$ cat config.mk
export PLATFORM = sky130hd
export DESIGN_NAME = ddr3_mode_core
export DESIGN_NICKNAME = d
export VERILOG_FILES = /design/src/ddr3_mode_pkg.sv /design/src/mode_reg_mem.sv /design/src/ddr3_mode_core.sv
export VERILOG_INCLUDE_DIRS = /design/src
export SDC_FILE = /design/constraint.sdc
export NUM_CORES = 1
export LEC_CHECK = 0
export BUFFER_PORTS_ARGS = -buffer_cell sky130_fd_sc_hd__buf_4
export CORE_MARGIN = 2
export CORE_UTILIZATION = 50
export DETAILED_ROUTE_END_ITERATION = 8
export PLACE_DENSITY = 0.73
export SLEW_MARGIN = 20
export SYNTH_ARGS = -nofsm -noshare
export SYNTH_HDL_FRONTEND = slang
export SYNTH_SLANG_ARGS = --single-unit
$ cat constraint.sdc
create_clock -name REF_CLK -period 3.3 [get_ports REF_CLK]
set_clock_uncertainty 0.1 [all_clocks]
set_input_delay 0.99 -clock REF_CLK [delete_from_list [all_inputs] [get_ports REF_CLK]]
set_output_delay 0.99 -clock REF_CLK [all_outputs]
set_load 0.01 [all_outputs]
$ cat src/ddr3_mode_map.svh
// Offsets, field positions, reset values and last beat indices of the DDR3 mode block
// Assumes inclusion by bare name from the core module
`ifndef DDR3_MODE_MAP_SVH
`define DDR3_MODE_MAP_SVH

// ----------------------------------------------------------------------
// Register byte offsets
// ----------------------------------------------------------------------
`define OFF_STATUS     8'h00
`define OFF_DLLK       8'h04
`define OFF_MR0        8'h10
`define OFF_MR1        8'h14
`define OFF_MR2        8'h18
`define OFF_MR3        8'h1C

// ----------------------------------------------------------------------
// Status field positions
// ----------------------------------------------------------------------
`define ST_IN_RESET    0
`define ST_CKE_SEEN    1
`define ST_MR_VALID    2
`define ST_DLL_LOCKED  6
`define ST_ZQ_SEEN     7

// ----------------------------------------------------------------------
// Mode register 0 fields and pin positions
// ----------------------------------------------------------------------
`define MR0_BL_LSB     0
`define MR0_BT_BIT     3
`define MR0_DLLRST_BIT 8
`define ADDR_AP_BIT    10
`define ADDR_BC_BIT    12

// ----------------------------------------------------------------------
// Burst length codes, reset value and last beat indices
// ----------------------------------------------------------------------
`define BL_FIXED8      2'h0
`define BL_OTF         2'h1
`define BL_CHOP4       2'h2
`define DLLK_RST       16'h0200
`define BEATS_LAST     3'h7
`define BEATS_CHOP     3'h3

`endif

$ cat src/ddr3_mode_pkg.sv
// Types shared by the DDR3 mode block
// Assumes the map header sits in the same folder
package ddr3_mode_pkg;

   // Command and address pins sampled together
   typedef struct packed {
      logic        cs_n;
      logic        ras_n;
      logic        cas_n;
      logic        we_n;
      logic [2:0]  ba;
      logic [13:0] addr;
   } pin_cmd_s;

   // Decoded link commands
   typedef enum logic [2:0] {
      CMD_NOP   = 3'b000,
      CMD_MRS   = 3'b001,
      CMD_READ  = 3'b010,
      CMD_WRITE = 3'b011,
      CMD_ZQCL  = 3'b100,
      CMD_OTHER = 3'b101
   } cmd_e;

   // Burst engine states
   typedef enum logic {
      BST_IDLE = 1'b0,
      BST_RUN  = 1'b1
   } burst_e;

   // One beat as handed to the data path
   typedef struct packed {
      logic       valid;
      logic       write;
      logic       use_beat;
      logic [2:0] col;
   } beat_s;

endpackage

$ cat src/mode_reg_mem.sv
// Small storage for the four mode registers, registered read data
// Assumes one clock, one write port and one read port
`timescale 1ns/10ps
module mode_reg_mem #(
   parameter int WIDTH = 16,
   parameter int DEPTH = 4,
   parameter int AW    = 2
) (
   // Clock
   input  wire logic             clk,
   // Write port
   input  wire logic             we,
   input  wire logic [AW-1:0]    waddr,
   input  wire logic [WIDTH-1:0] wdata,
   // Read port
   input  wire logic             re,
   input  wire logic [AW-1:0]    raddr,
   output      logic [WIDTH-1:0] rdata
);

   logic [WIDTH-1:0] mem [DEPTH];

   // Write and registered read
   always_ff @(posedge clk) begin
      if (we) begin
         mem[waddr] <= wdata;
      end
      if (re) begin
         rdata <= mem[raddr];
      end
   end

endmodule

$ cat src/ddr3_mode_core.sv
// Device-side DDR3 mode register, init tracking and burst order logic
// Assumes pins from the controller are asynchronous to REF_CLK, CK is slow
// enough to sample, and an AHB-Lite master owns the register bus
`timescale 1ns/10ps
`include "ddr3_mode_map.svh"

// Behaviour
// - Termination stays off in reset and until CKE is registered high.
// - Mode registers start undefined and must all be written after reset.
// - MRS and DLL reset never touch array contents.
// - Burst type from MR0 A3, burst length from A1:A0 or on the fly.
// - Length-8 reads wrap within group of four, or XOR for interleave.
// - Chop-4 reads give four ordered beats; chop-4 writes use column bit 2.
// - The DLL reset bit is stored cleared by the same MRS write that requests the DLL reset.
module ddr3_mode_core
   import ddr3_mode_pkg::*;
(
   // Clock and reset
   input  wire logic        REF_CLK,
   input  wire logic        NRST,
   // AHB-Lite slave
   input  wire logic        HSEL,
   input  wire logic [31:0] HADDR,
   input  wire logic [1:0]  HTRANS,
   input  wire logic        HWRITE,
   input  wire logic [2:0]  HSIZE,
   input  wire logic        HREADY,
   input  wire logic [31:0] HWDATA,
   output      logic        HREADYOUT,
   output      logic        HRESP,
   output      logic [31:0] HRDATA,
   // Memory pins from the controller
   input  wire logic        CK,
   input  wire logic        RESET_N,
   input  wire logic        CKE,
   input  wire logic        ODT,
   input  wire pin_cmd_s    CMD_PINS,
   // Termination and DLL state
   output      logic        TERM_EN,
   output      logic        DLL_LOCKED,
   // Burst beats toward the data path
   output      logic        BEAT_VALID,
   output      logic        BEAT_WRITE,
   output      logic        BEAT_USE,
   output      logic [2:0]  BEAT_COL
);

   // ----------------------------------------------------------------------
   // Pin synchronisers and CK edge detection
   // ----------------------------------------------------------------------
   localparam int PW = $bits(pin_cmd_s) + 4;

   logic [PW-1:0] sync1_r;
   logic [PW-1:0] sync2_r;
   logic          ck_d_r;
   pin_cmd_s      cmd_s2;
   wire           ck_s2    = sync2_r[PW-1];
   wire           rst_n_s2 = sync2_r[PW-2];
   wire           cke_s2   = sync2_r[PW-3];
   wire           odt_s2   = sync2_r[PW-4];
   wire           ck_rise  = ck_s2 & ~ck_d_r;
   assign cmd_s2 = sync2_r[$bits(pin_cmd_s)-1:0];

   // Two stages on every pin, third flop on CK only for the edge
   always_ff @(posedge REF_CLK or negedge NRST) begin
      if (!NRST) begin
         sync1_r <= '0;
         sync2_r <= '0;
         ck_d_r  <= 1'b0;
      end else begin
         sync1_r <= {CK, RESET_N, CKE, ODT, CMD_PINS};
         sync2_r <= sync1_r;
         ck_d_r  <= ck_s2;
      end
   end

   // ----------------------------------------------------------------------
   // Command decode
   // ----------------------------------------------------------------------
   logic [3:0] ctl;
   cmd_e       cmd;
   wire        take  = ck_rise & rst_n_s2 & cke_s2;
   assign ctl = {cmd_s2.cs_n, cmd_s2.ras_n, cmd_s2.cas_n, cmd_s2.we_n};
   assign cmd = (ctl[3])             ? CMD_NOP   :
                (ctl[2:0] == 3'b000) ? CMD_MRS   :
                (ctl[2:0] == 3'b101) ? CMD_READ  :
                (ctl[2:0] == 3'b100) ? CMD_WRITE :
                (ctl[2:0] == 3'b110) ? CMD_ZQCL  :
                (ctl[2:0] == 3'b111) ? CMD_NOP   : CMD_OTHER;
   wire        do_mrs  = take & (cmd == CMD_MRS);
   wire        do_rd   = take & (cmd == CMD_READ);
   wire        do_wr   = take & (cmd == CMD_WRITE);
   wire        do_zqcl = take & (cmd == CMD_ZQCL) & cmd_s2.addr[`ADDR_AP_BIT];
   wire        mrs_mr0 = do_mrs & (cmd_s2.ba[1:0] == 2'h0);
   wire        dll_req = mrs_mr0 & cmd_s2.addr[`MR0_DLLRST_BIT];

   // ----------------------------------------------------------------------
   // Init tracking, termination and DLL
   // ----------------------------------------------------------------------
   logic        cke_seen_r;
   logic        zq_seen_r;
   logic [3:0]  mr_valid_r;
   logic [15:0] dllk_r;
   logic [15:0] dll_cnt_r;
   logic [1:0]  mr0_bl_r;
   logic        mr0_bt_r;

   // Reset pin clears init state; mode contents are not trusted again
   always_ff @(posedge REF_CLK or negedge NRST) begin
      if (!NRST) begin
         cke_seen_r <= 1'b0;
         zq_seen_r  <= 1'b0;
         mr_valid_r <= 4'h0;
         dll_cnt_r  <= 16'h0000;
         TERM_EN    <= 1'b0;
         DLL_LOCKED <= 1'b0;
      end else if (!rst_n_s2) begin
         cke_seen_r <= 1'b0;
         zq_seen_r  <= 1'b0;
         mr_valid_r <= 4'h0;
         dll_cnt_r  <= 16'h0000;
         TERM_EN    <= 1'b0;
         DLL_LOCKED <= 1'b0;
      end else begin
         if (ck_rise && cke_s2) begin
            cke_seen_r <= 1'b1;
         end
         if (do_zqcl) begin
            zq_seen_r <= 1'b1;
         end
         if (do_mrs) begin
            mr_valid_r[cmd_s2.ba[1:0]] <= 1'b1;
         end
         if (dll_req) begin
            dll_cnt_r  <= dllk_r;
            DLL_LOCKED <= 1'b0;
         end else if (ck_rise && dll_cnt_r != 16'h0000) begin
            dll_cnt_r <= dll_cnt_r - 16'h0001;
            DLL_LOCKED <= (dll_cnt_r == 16'h0001);
         end
         TERM_EN <= cke_seen_r & odt_s2;
      end
   end

   // Burst fields of MR0 kept beside the memory for the beat engine
   always_ff @(posedge REF_CLK or negedge NRST) begin
      if (!NRST) begin
         mr0_bl_r <= `BL_FIXED8;
         mr0_bt_r <= 1'b0;
      end else if (mrs_mr0) begin
         mr0_bl_r <= cmd_s2.addr[`MR0_BL_LSB +: 2];
         mr0_bt_r <= cmd_s2.addr[`MR0_BT_BIT];
      end
   end

   // ----------------------------------------------------------------------
   // Mode register storage
   // ----------------------------------------------------------------------
   logic [15:0] mem_rdata;
   logic [15:0] mr_wdata;
   logic        ap_take;
   logic        ap_mr;
   // DLL reset bit stored as cleared: it has been acted on already
   assign mr_wdata = {2'b00, cmd_s2.addr} &
                     ~(16'(mrs_mr0) << `MR0_DLLRST_BIT);

   // Array contents live elsewhere; only these words change on MRS
   mode_reg_mem #(
      .WIDTH (16),
      .DEPTH (4),
      .AW    (2)
   ) u_mem (
      .clk   (REF_CLK),
      .we    (do_mrs),
      .waddr (cmd_s2.ba[1:0]),
      .wdata (mr_wdata),
      .re    (ap_take & ap_mr),
      .raddr (HADDR[3:2]),
      .rdata (mem_rdata)
   );

   // ----------------------------------------------------------------------
   // Burst order engine
   // ----------------------------------------------------------------------
   burst_e     bst_r;
   logic [2:0] idx_r;
   logic [2:0] start_r;
   logic       chop_r;
   logic       bwr_r;
   logic       bt_r;
   wire        otf_chop = (mr0_bl_r == `BL_OTF) & ~cmd_s2.addr[`ADDR_BC_BIT];
   wire        new_chop = (mr0_bl_r == `BL_CHOP4) | otf_chop;
   wire [2:0]  wr_start = new_chop ? {cmd_s2.addr[2], 2'b00} : 3'h0;
   wire [2:0]  new_start = do_wr ? wr_start : cmd_s2.addr[2:0];
   wire [1:0]  seq_lo   = start_r[1:0] + idx_r[1:0];
   wire [2:0]  seq_col  = {start_r[2] ^ idx_r[2], seq_lo};
   wire [2:0]  int_col  = start_r ^ idx_r;
   wire [2:0]  beat_col = bt_r ? int_col : seq_col;
   wire [2:0]  last_idx = `BEATS_LAST;
   wire        in_chop  = ~chop_r | (idx_r <= `BEATS_CHOP);

   // Eight beats per command; chop tail marked unused
   always_ff @(posedge REF_CLK or negedge NRST) begin
      if (!NRST) begin
         bst_r   <= BST_IDLE;
         idx_r   <= 3'h0;
         start_r <= 3'h0;
         chop_r  <= 1'b0;
         bwr_r   <= 1'b0;
         bt_r    <= 1'b0;
      end else begin
         unique case (bst_r)
            BST_IDLE: begin
               if (do_rd || do_wr) begin
                  bst_r   <= BST_RUN;
                  idx_r   <= 3'h0;
                  start_r <= new_start;
                  chop_r  <= new_chop;
                  bwr_r   <= do_wr;
                  bt_r    <= mr0_bt_r & do_rd;
               end
            end
            BST_RUN: begin
               idx_r <= idx_r + 3'h1;
               if (idx_r == last_idx) begin
                  bst_r <= BST_IDLE;
               end
            end
         endcase
      end
   end

   // Registered beat outputs
   always_ff @(posedge REF_CLK or negedge NRST) begin
      if (!NRST) begin
         BEAT_VALID <= 1'b0;
         BEAT_WRITE <= 1'b0;
         BEAT_USE   <= 1'b0;
         BEAT_COL   <= 3'h0;
      end else begin
         BEAT_VALID <= (bst_r == BST_RUN);
         BEAT_WRITE <= bwr_r;
         BEAT_USE   <= (bst_r == BST_RUN) & in_chop;
         BEAT_COL   <= beat_col;
      end
   end

   // ----------------------------------------------------------------------
   // AHB-Lite register slave
   // ----------------------------------------------------------------------
   logic        dp_wr_r;
   logic [7:0]  dp_off_r;
   logic        rd_wait_r;
   logic [31:0] status;
   logic [31:0] rd_mux;
   wire         hi_zero = (HADDR[31:8] == 24'h000000);
   assign ap_take = HSEL & HTRANS[1] & HREADY;
   assign ap_mr   = hi_zero & (HADDR[7:4] == 4'h1) & (HADDR[1:0] == 2'h0);
   assign status  = {24'h000000, zq_seen_r, DLL_LOCKED, mr_valid_r,
                     cke_seen_r, ~rst_n_s2};
   assign rd_mux  = (!hi_zero)                  ? 32'h00000000 :
                    (HADDR[7:0] == `OFF_STATUS) ? status :
                    (HADDR[7:0] == `OFF_DLLK)   ? {16'h0000, dllk_r} :
                                                  32'h00000000;

   // Address phase capture, read data and the one wait on mode reads
   always_ff @(posedge REF_CLK or negedge NRST) begin
      if (!NRST) begin
         dp_wr_r   <= 1'b0;
         dp_off_r  <= 8'h00;
         rd_wait_r <= 1'b0;
         HREADYOUT <= 1'b1;
         HRESP     <= 1'b0;
         HRDATA    <= 32'h00000000;
      end else begin
         HRESP <= 1'b0;
         if (rd_wait_r) begin
            rd_wait_r <= 1'b0;
            HREADYOUT <= 1'b1;
            HRDATA    <= {16'h0000, mem_rdata};
         end else if (ap_take) begin
            dp_wr_r  <= HWRITE & hi_zero;
            dp_off_r <= HADDR[7:0];
            if (!HWRITE && ap_mr) begin
               rd_wait_r <= 1'b1;
               HREADYOUT <= 1'b0;
            end else if (!HWRITE) begin
               HRDATA <= rd_mux;
            end
         end else begin
            dp_wr_r <= 1'b0;
         end
      end
   end

   // Data phase write of the DLL lock count
   always_ff @(posedge REF_CLK or negedge NRST) begin
      if (!NRST) begin
         dllk_r <= `DLLK_RST;
      end else if (dp_wr_r && dp_off_r == `OFF_DLLK) begin
         dllk_r <= HWDATA[15:0];
      end
   end

endmodule

# Word-level counts from Yosys, hierarchy flattened
# Memory sizes are Yosys's and may differ from the RTL's. A register that Yosys moved wholly into a read port is not among the register bits.
# Cells that the tools add are included.
[classes]
n_addsub = 3
n_lt_le_gt_ge = 3
eq_ne = 22
n_mux = 45
n_bitwise = 33
n_reduce_logical = 19
[ops]
columns = ["operator", "n"]
rows = [
  ["two-way mux 32 bit", 4],
  ["two-way mux 16 bit", 6],
  ["two-way mux 3 bit", 10],
  ["zero test 24 bit", 1],
  ["AND 1 bit", 20],
  ["two-way mux 1 bit", 20],
  ["== test 3 bit, second input constant", 6],
  ["AND 14 x 16 -> 16 bit", 1],
  ["== test 16 x 1 -> 1 bit, second input constant", 1],
  ["== test 8 x 3 -> 1 bit, second input constant", 2],
  ["NOT 9 -> 16 bit", 1],
  ["nonzero test 16 bit", 1],
  ["subtractor 16 x 1 -> 16 bit, second input constant", 1],
  ["zero test 8 bit", 1],
  ["two-way mux 4 bit", 2],
  ["inequality test 2 x 1 -> 1 bit, second input constant", 4],
  ["== test 3 x 2 -> 1 bit, second input constant", 2],
  ["NOT 1 bit", 6],
  ["case mux 3 bit (2 select lines)", 1],
  ["AND reduction 2 bit", 3],
  ["logical AND 1 bit", 5],
  ["== test 4 x 1 -> 1 bit, second input constant", 1],
  ["zero test 2 bit", 2],
  ["inequality test 2 bit, second input constant", 2],
  ["20 further kinds", 22],
]
[word_totals]
ff_bits = 153
ram_bits = 64
in_bits = 99
word_cells = 153
mem_count = 1
[mem_list]
columns = ["name", "depth", "word_bits", "rd", "rd_clocked_by_memory_dff", "write_ports", "line_no", "rtl"]
rows = [
  ["u_mem.mem", 4, 16, 1, 1, 1, "mode_reg_mem.sv:21", "logic [WIDTH-1:0] mem [DEPTH];"],
]

# Logic depth before layout (Yosys ltp)
[depth]
depth_word = 13
depth_mapped = 7
mapped_depth_nobuf = 7

# Hierarchy
# From an unflattened synthesis, not the netlist that was laid out.
[hier_totals]
cells_unflattened = 551
hier_area_um2 = 8303.0
[by_module_without_submodules]
columns = ["module", "instances", "cells_per_inst", "area_each_um2", "seq_area_each_um2"]
rows = [
  ["ddr3_mode_core", 1, 447, 5445.2, 3380.7],
  ["mode_reg_mem", 1, 104, 2857.7, 2402.3],
]

# Least setup slack after synthesis
# No wires, ideal clock.
[synth_path]
path_kind = "input to register"
startpoint = "input HADDR[0]"
endpoint = "register u_mem.rdata[0] (read register of u_mem.mem) (enable)"
setup_time_ns = 0.384
arrival_ns = 2.795
setup_slack_ns = 0.020
path_stages = 4
n_path_buf = 0
cell_sequence = "or4_4 nor2_4 or4b_4 nor2_1"
[synth_via]
elab_chain_len = 3
[synth_rtl]
columns = ["element", "line_no", "rtl"]
rows = [
  ["start: declaration", "ddr3_mode_core.sv:23", "input wire logic [31:0] HADDR,"],
  ["zero test 2 bit", "ddr3_mode_core.sv:258", "assign ap_mr = hi_zero & (HADDR[7:4] == 4'h1) & (HADDR[1:0] == 2'h0);"],
  ["AND 1 bit", "ddr3_mode_core.sv:258", ""],
  ["AND 1 bit", "ddr3_mode_core.sv:177", ".re (ap_take & ap_mr),"],
  ["named net u_mem.re", "mode_reg_mem.sv:16", "input wire logic re,"],
  ["end: declaration", "mode_reg_mem.sv:18", "output logic [WIDTH-1:0] rdata"],
]
# The timed path passes the listed nets, and every way through them passes these cells.
# A chain may end at the register's enable or synchronous reset.

# Final worst setup path
[layout_path]
startpoint = "input HADDR[0]"
endpoint = "register u_mem.rdata[5] (read register of u_mem.mem) (enable)"
# Same word-level chain as after synthesis.

==> out/metrics.yaml <==
postSynthCellCount: 520
timing.slew.headroom_pct: 44.71
r2r_start: "sync2_r[24]"
core_area_mm2: 0.01531
timing.max_cap.violations: 0
tns_ns: 0
synth_xor_area_share_pct: 1.667
dp_slack_ns: 0.1783
hp-class: "flop to flop"
critPathCaptureType: "flop"
ys_top_cells_by_area: "dfrtp_1 (42%), edfxtp_1 (27%), mux2_2 (4.0%)"
yosys.area_share.adder_pct: 0.9528
layout.nets: 741
yosys.cell_types.count: 54
die_x_um: 129.5
critical_path_arrival_ns: 2.69
rows: 45
criticalPathCategory: "primary input to flop"
ctsHoldBuffers: 0
drc_errors: 0
reg2reg_depth: 5
netlist.area_leader.share_pct: 42.24
critPathMaxStageDelay_ns: 0.56
timing_hold_violations_final: 0
fin_util_pct: 62.13
cts_tree: "yes"
drt-wirelength-per-cell_um: 17.84
clock_latency_ns: 0.49
cp.required_ns: 3.38
reg2reg_slack_ns: 0.82
root_buffer: "clkbuf_16"
cts_buffer_depth: 3
grt_overflow_total: 0
synth_seq_area_share_pct: 69.59
cp_max_fo: 14
critPathTopFamily: "simple AND/OR/NAND/NOR gates"
worst_slew_pin_slew_ns: 0.8293
ys.flop_type: "dfrtp_1"
ys_ff_latch: 205
worst_slack_ns: 0.6903
crit_chain: "buf_4 > or4_4 > nor2_4 > or4b_4 > nor2_1 > buf_4"
synth_simple_gate_area_share_pct: 8.718
cp_slowest_cell: "or4_4"
run_status: "completed"
holdPathStages: 0
synth-compound-area-share_pct: 6.876
ys.warnings.count: 0
cp_common_cell: "buf_4"
finalSetupViolCount: 0
peakVddDrop_uv: 391.6
portBuffers: 102
grt_max_degree: 55
ios: 141
ant_nets: 0
yosys.area.top_type: "dfrtp_1"
cts_buffers: 21
cp-start-kind: "primary input"
drtPass1Iterations: 5
synth_edf_count: 70
gp_congestion: 0.8382
drt_iter0_markers: 342
rsz0062_at_grt: "no"
post_cts_resized: 0
netlist_area_mm2: 0.007879
finalCriticalPeriod_ns: 2.610
syn_avg_cell_area_um2: 15.15
stdcell_count: 862
post-route-period-util_pct: 79.08
yosys-top-cells-count: "dfrtp_1 (133), edfxtp_1 (70), mux2_2 (28), o21ai_0 (27), nand2_1 (25)"
slew_violations: 0
r2r_end: "u_mem.mem[0][11]"
htree_levels: 1
synth_mux_area_share_pct: 9.020
syn2layout_area_growth_pct: 20.77
async_reset_ff_share_pct: 65.85
p_leak_nw: 4.030
diodes: 0
synth_top_family_by_area: "multiplexers"
drive_gt1_share_pct: 32.72
post_cts_buffers: 0
p_per_area_mw_per_mm2: 664.7
start_util_pct: 51.45
post-synth-top-count-cell: "dfrtp_1"
track_usage_pct: 18.75
vias: 4574
cts.clk_slew.worst_paths_ns: 0.05
grt_pass1_wl_mm: 24.29
cts.sinks: 205
grt_pass1_vias: 4689
max_freq_mhz: 383.2
cp_num_buf_inv: 2
wirelength_mm: 15.38
antenna_found_initial: 0
place_inst: 824
min_from: "sync1_r[13]"
vias_per_cell: 5.306
die-area_mm2: 0.01678
dieHeight_um: 129.5
min_to: "sync2_r[13]"
hpwl_mm: 10.50
==> metrics by stage <==
step / hold WS (ns) / power [mW] / area, um2
after global placement: 0.2339 / 4.135 / 8870
after detailed placement: 0.2347 / 4.160 / 8870
final: 0.2460 / 6.325 / 9515
after floorplan: 0.2312 / 3.797 / 7939
after global routing: 0.2518 / 6.648 / 9515
after CTS: 0.2476 / 6.389 / 9515
==> worst max path at each step <==
stage	from	to	cells after the start
global route	HADDR[21]	u_mem.rdata[5]	6
floorplan	HADDR[0]	u_mem.rdata[0]	4
detailed placement	HADDR[21]	u_mem.rdata[5]	6
finish	HADDR[0]	u_mem.rdata[5]	6
CTS	HADDR[0]	u_mem.rdata[7]	6
global placement	HADDR[0]	u_mem.rdata[2]	6
==> registers in the layout, summed over array words and instances, names as in the netlist, 8 cells and up <==
name,flops
u_mem.rdata,14
dp_off_r,8
HRDATA,16
sync2_r,24
sync1_r,24
u_mem.mem,56
dll_cnt_r,16
dllk_r,16
==> report_power, final <==
group	total, mW	leakage [nW]	switching, mW	internal [mW]
Combinational	1.11	1.39	0.593	0.513
Clock	2.21	0.315	0.917	1.29
Sequential	3.01	2.33	0.176	2.84
==> cell type report <==
| cell class | instances | area (um2) |
|---|---|---|
| fill | 1179 | 5799 |
| sequential | 205 | 5483 |
| multi-input combinational | 285 | 2210 |
| timing repair buffer | 116 | 887.1 |
| clock buffer | 30 | 569.3 |
| tap | 211 | 264.0 |
| clock inverter | 8 | 76.32 |
| inverter | 7 | 26.28 |
==> placed cells by master (no fill, tap or decap), types with 10 or more instances in the layout <==
master and n:
dfrtp_1 133, buf_4 114, edfxtp_1 70, mux2_2 28, o21ai_0 27, nand2_1 25
clkbuf_16 21, a21oi_1 18, conb_1 17, mux4_2 14, nor3_1 13, nor4_1 11
nand3_1 11, xnor2_1 10, nor2_1 10
==> layer usage <==
| metal | vias up | global-route usage, % | wire, um |
|---|---|---|---|
| li1 | 2126 | - | - |
| met1 | 2263 | 24.71 | 6176 |
| met2 | 169 | 32.88 | 7823 |
| met3 | 16 | 3.014 | 1148 |
| met4 | 0 | 4.744 | 227 |
| met5 | - | 0 | 0 |
==> logic make-up after synthesis <==
group / count (synthesis)
flip-flops: 205
AND/OR/NAND/NOR: 118
AO/OA/AOI/OAI: 79
multiplexers: 50
buffers and inverters: 46
XOR/XNOR: 15
adder cells (fa/ha/maj): 6
other: 1
(Power assumes the default switching activity.)
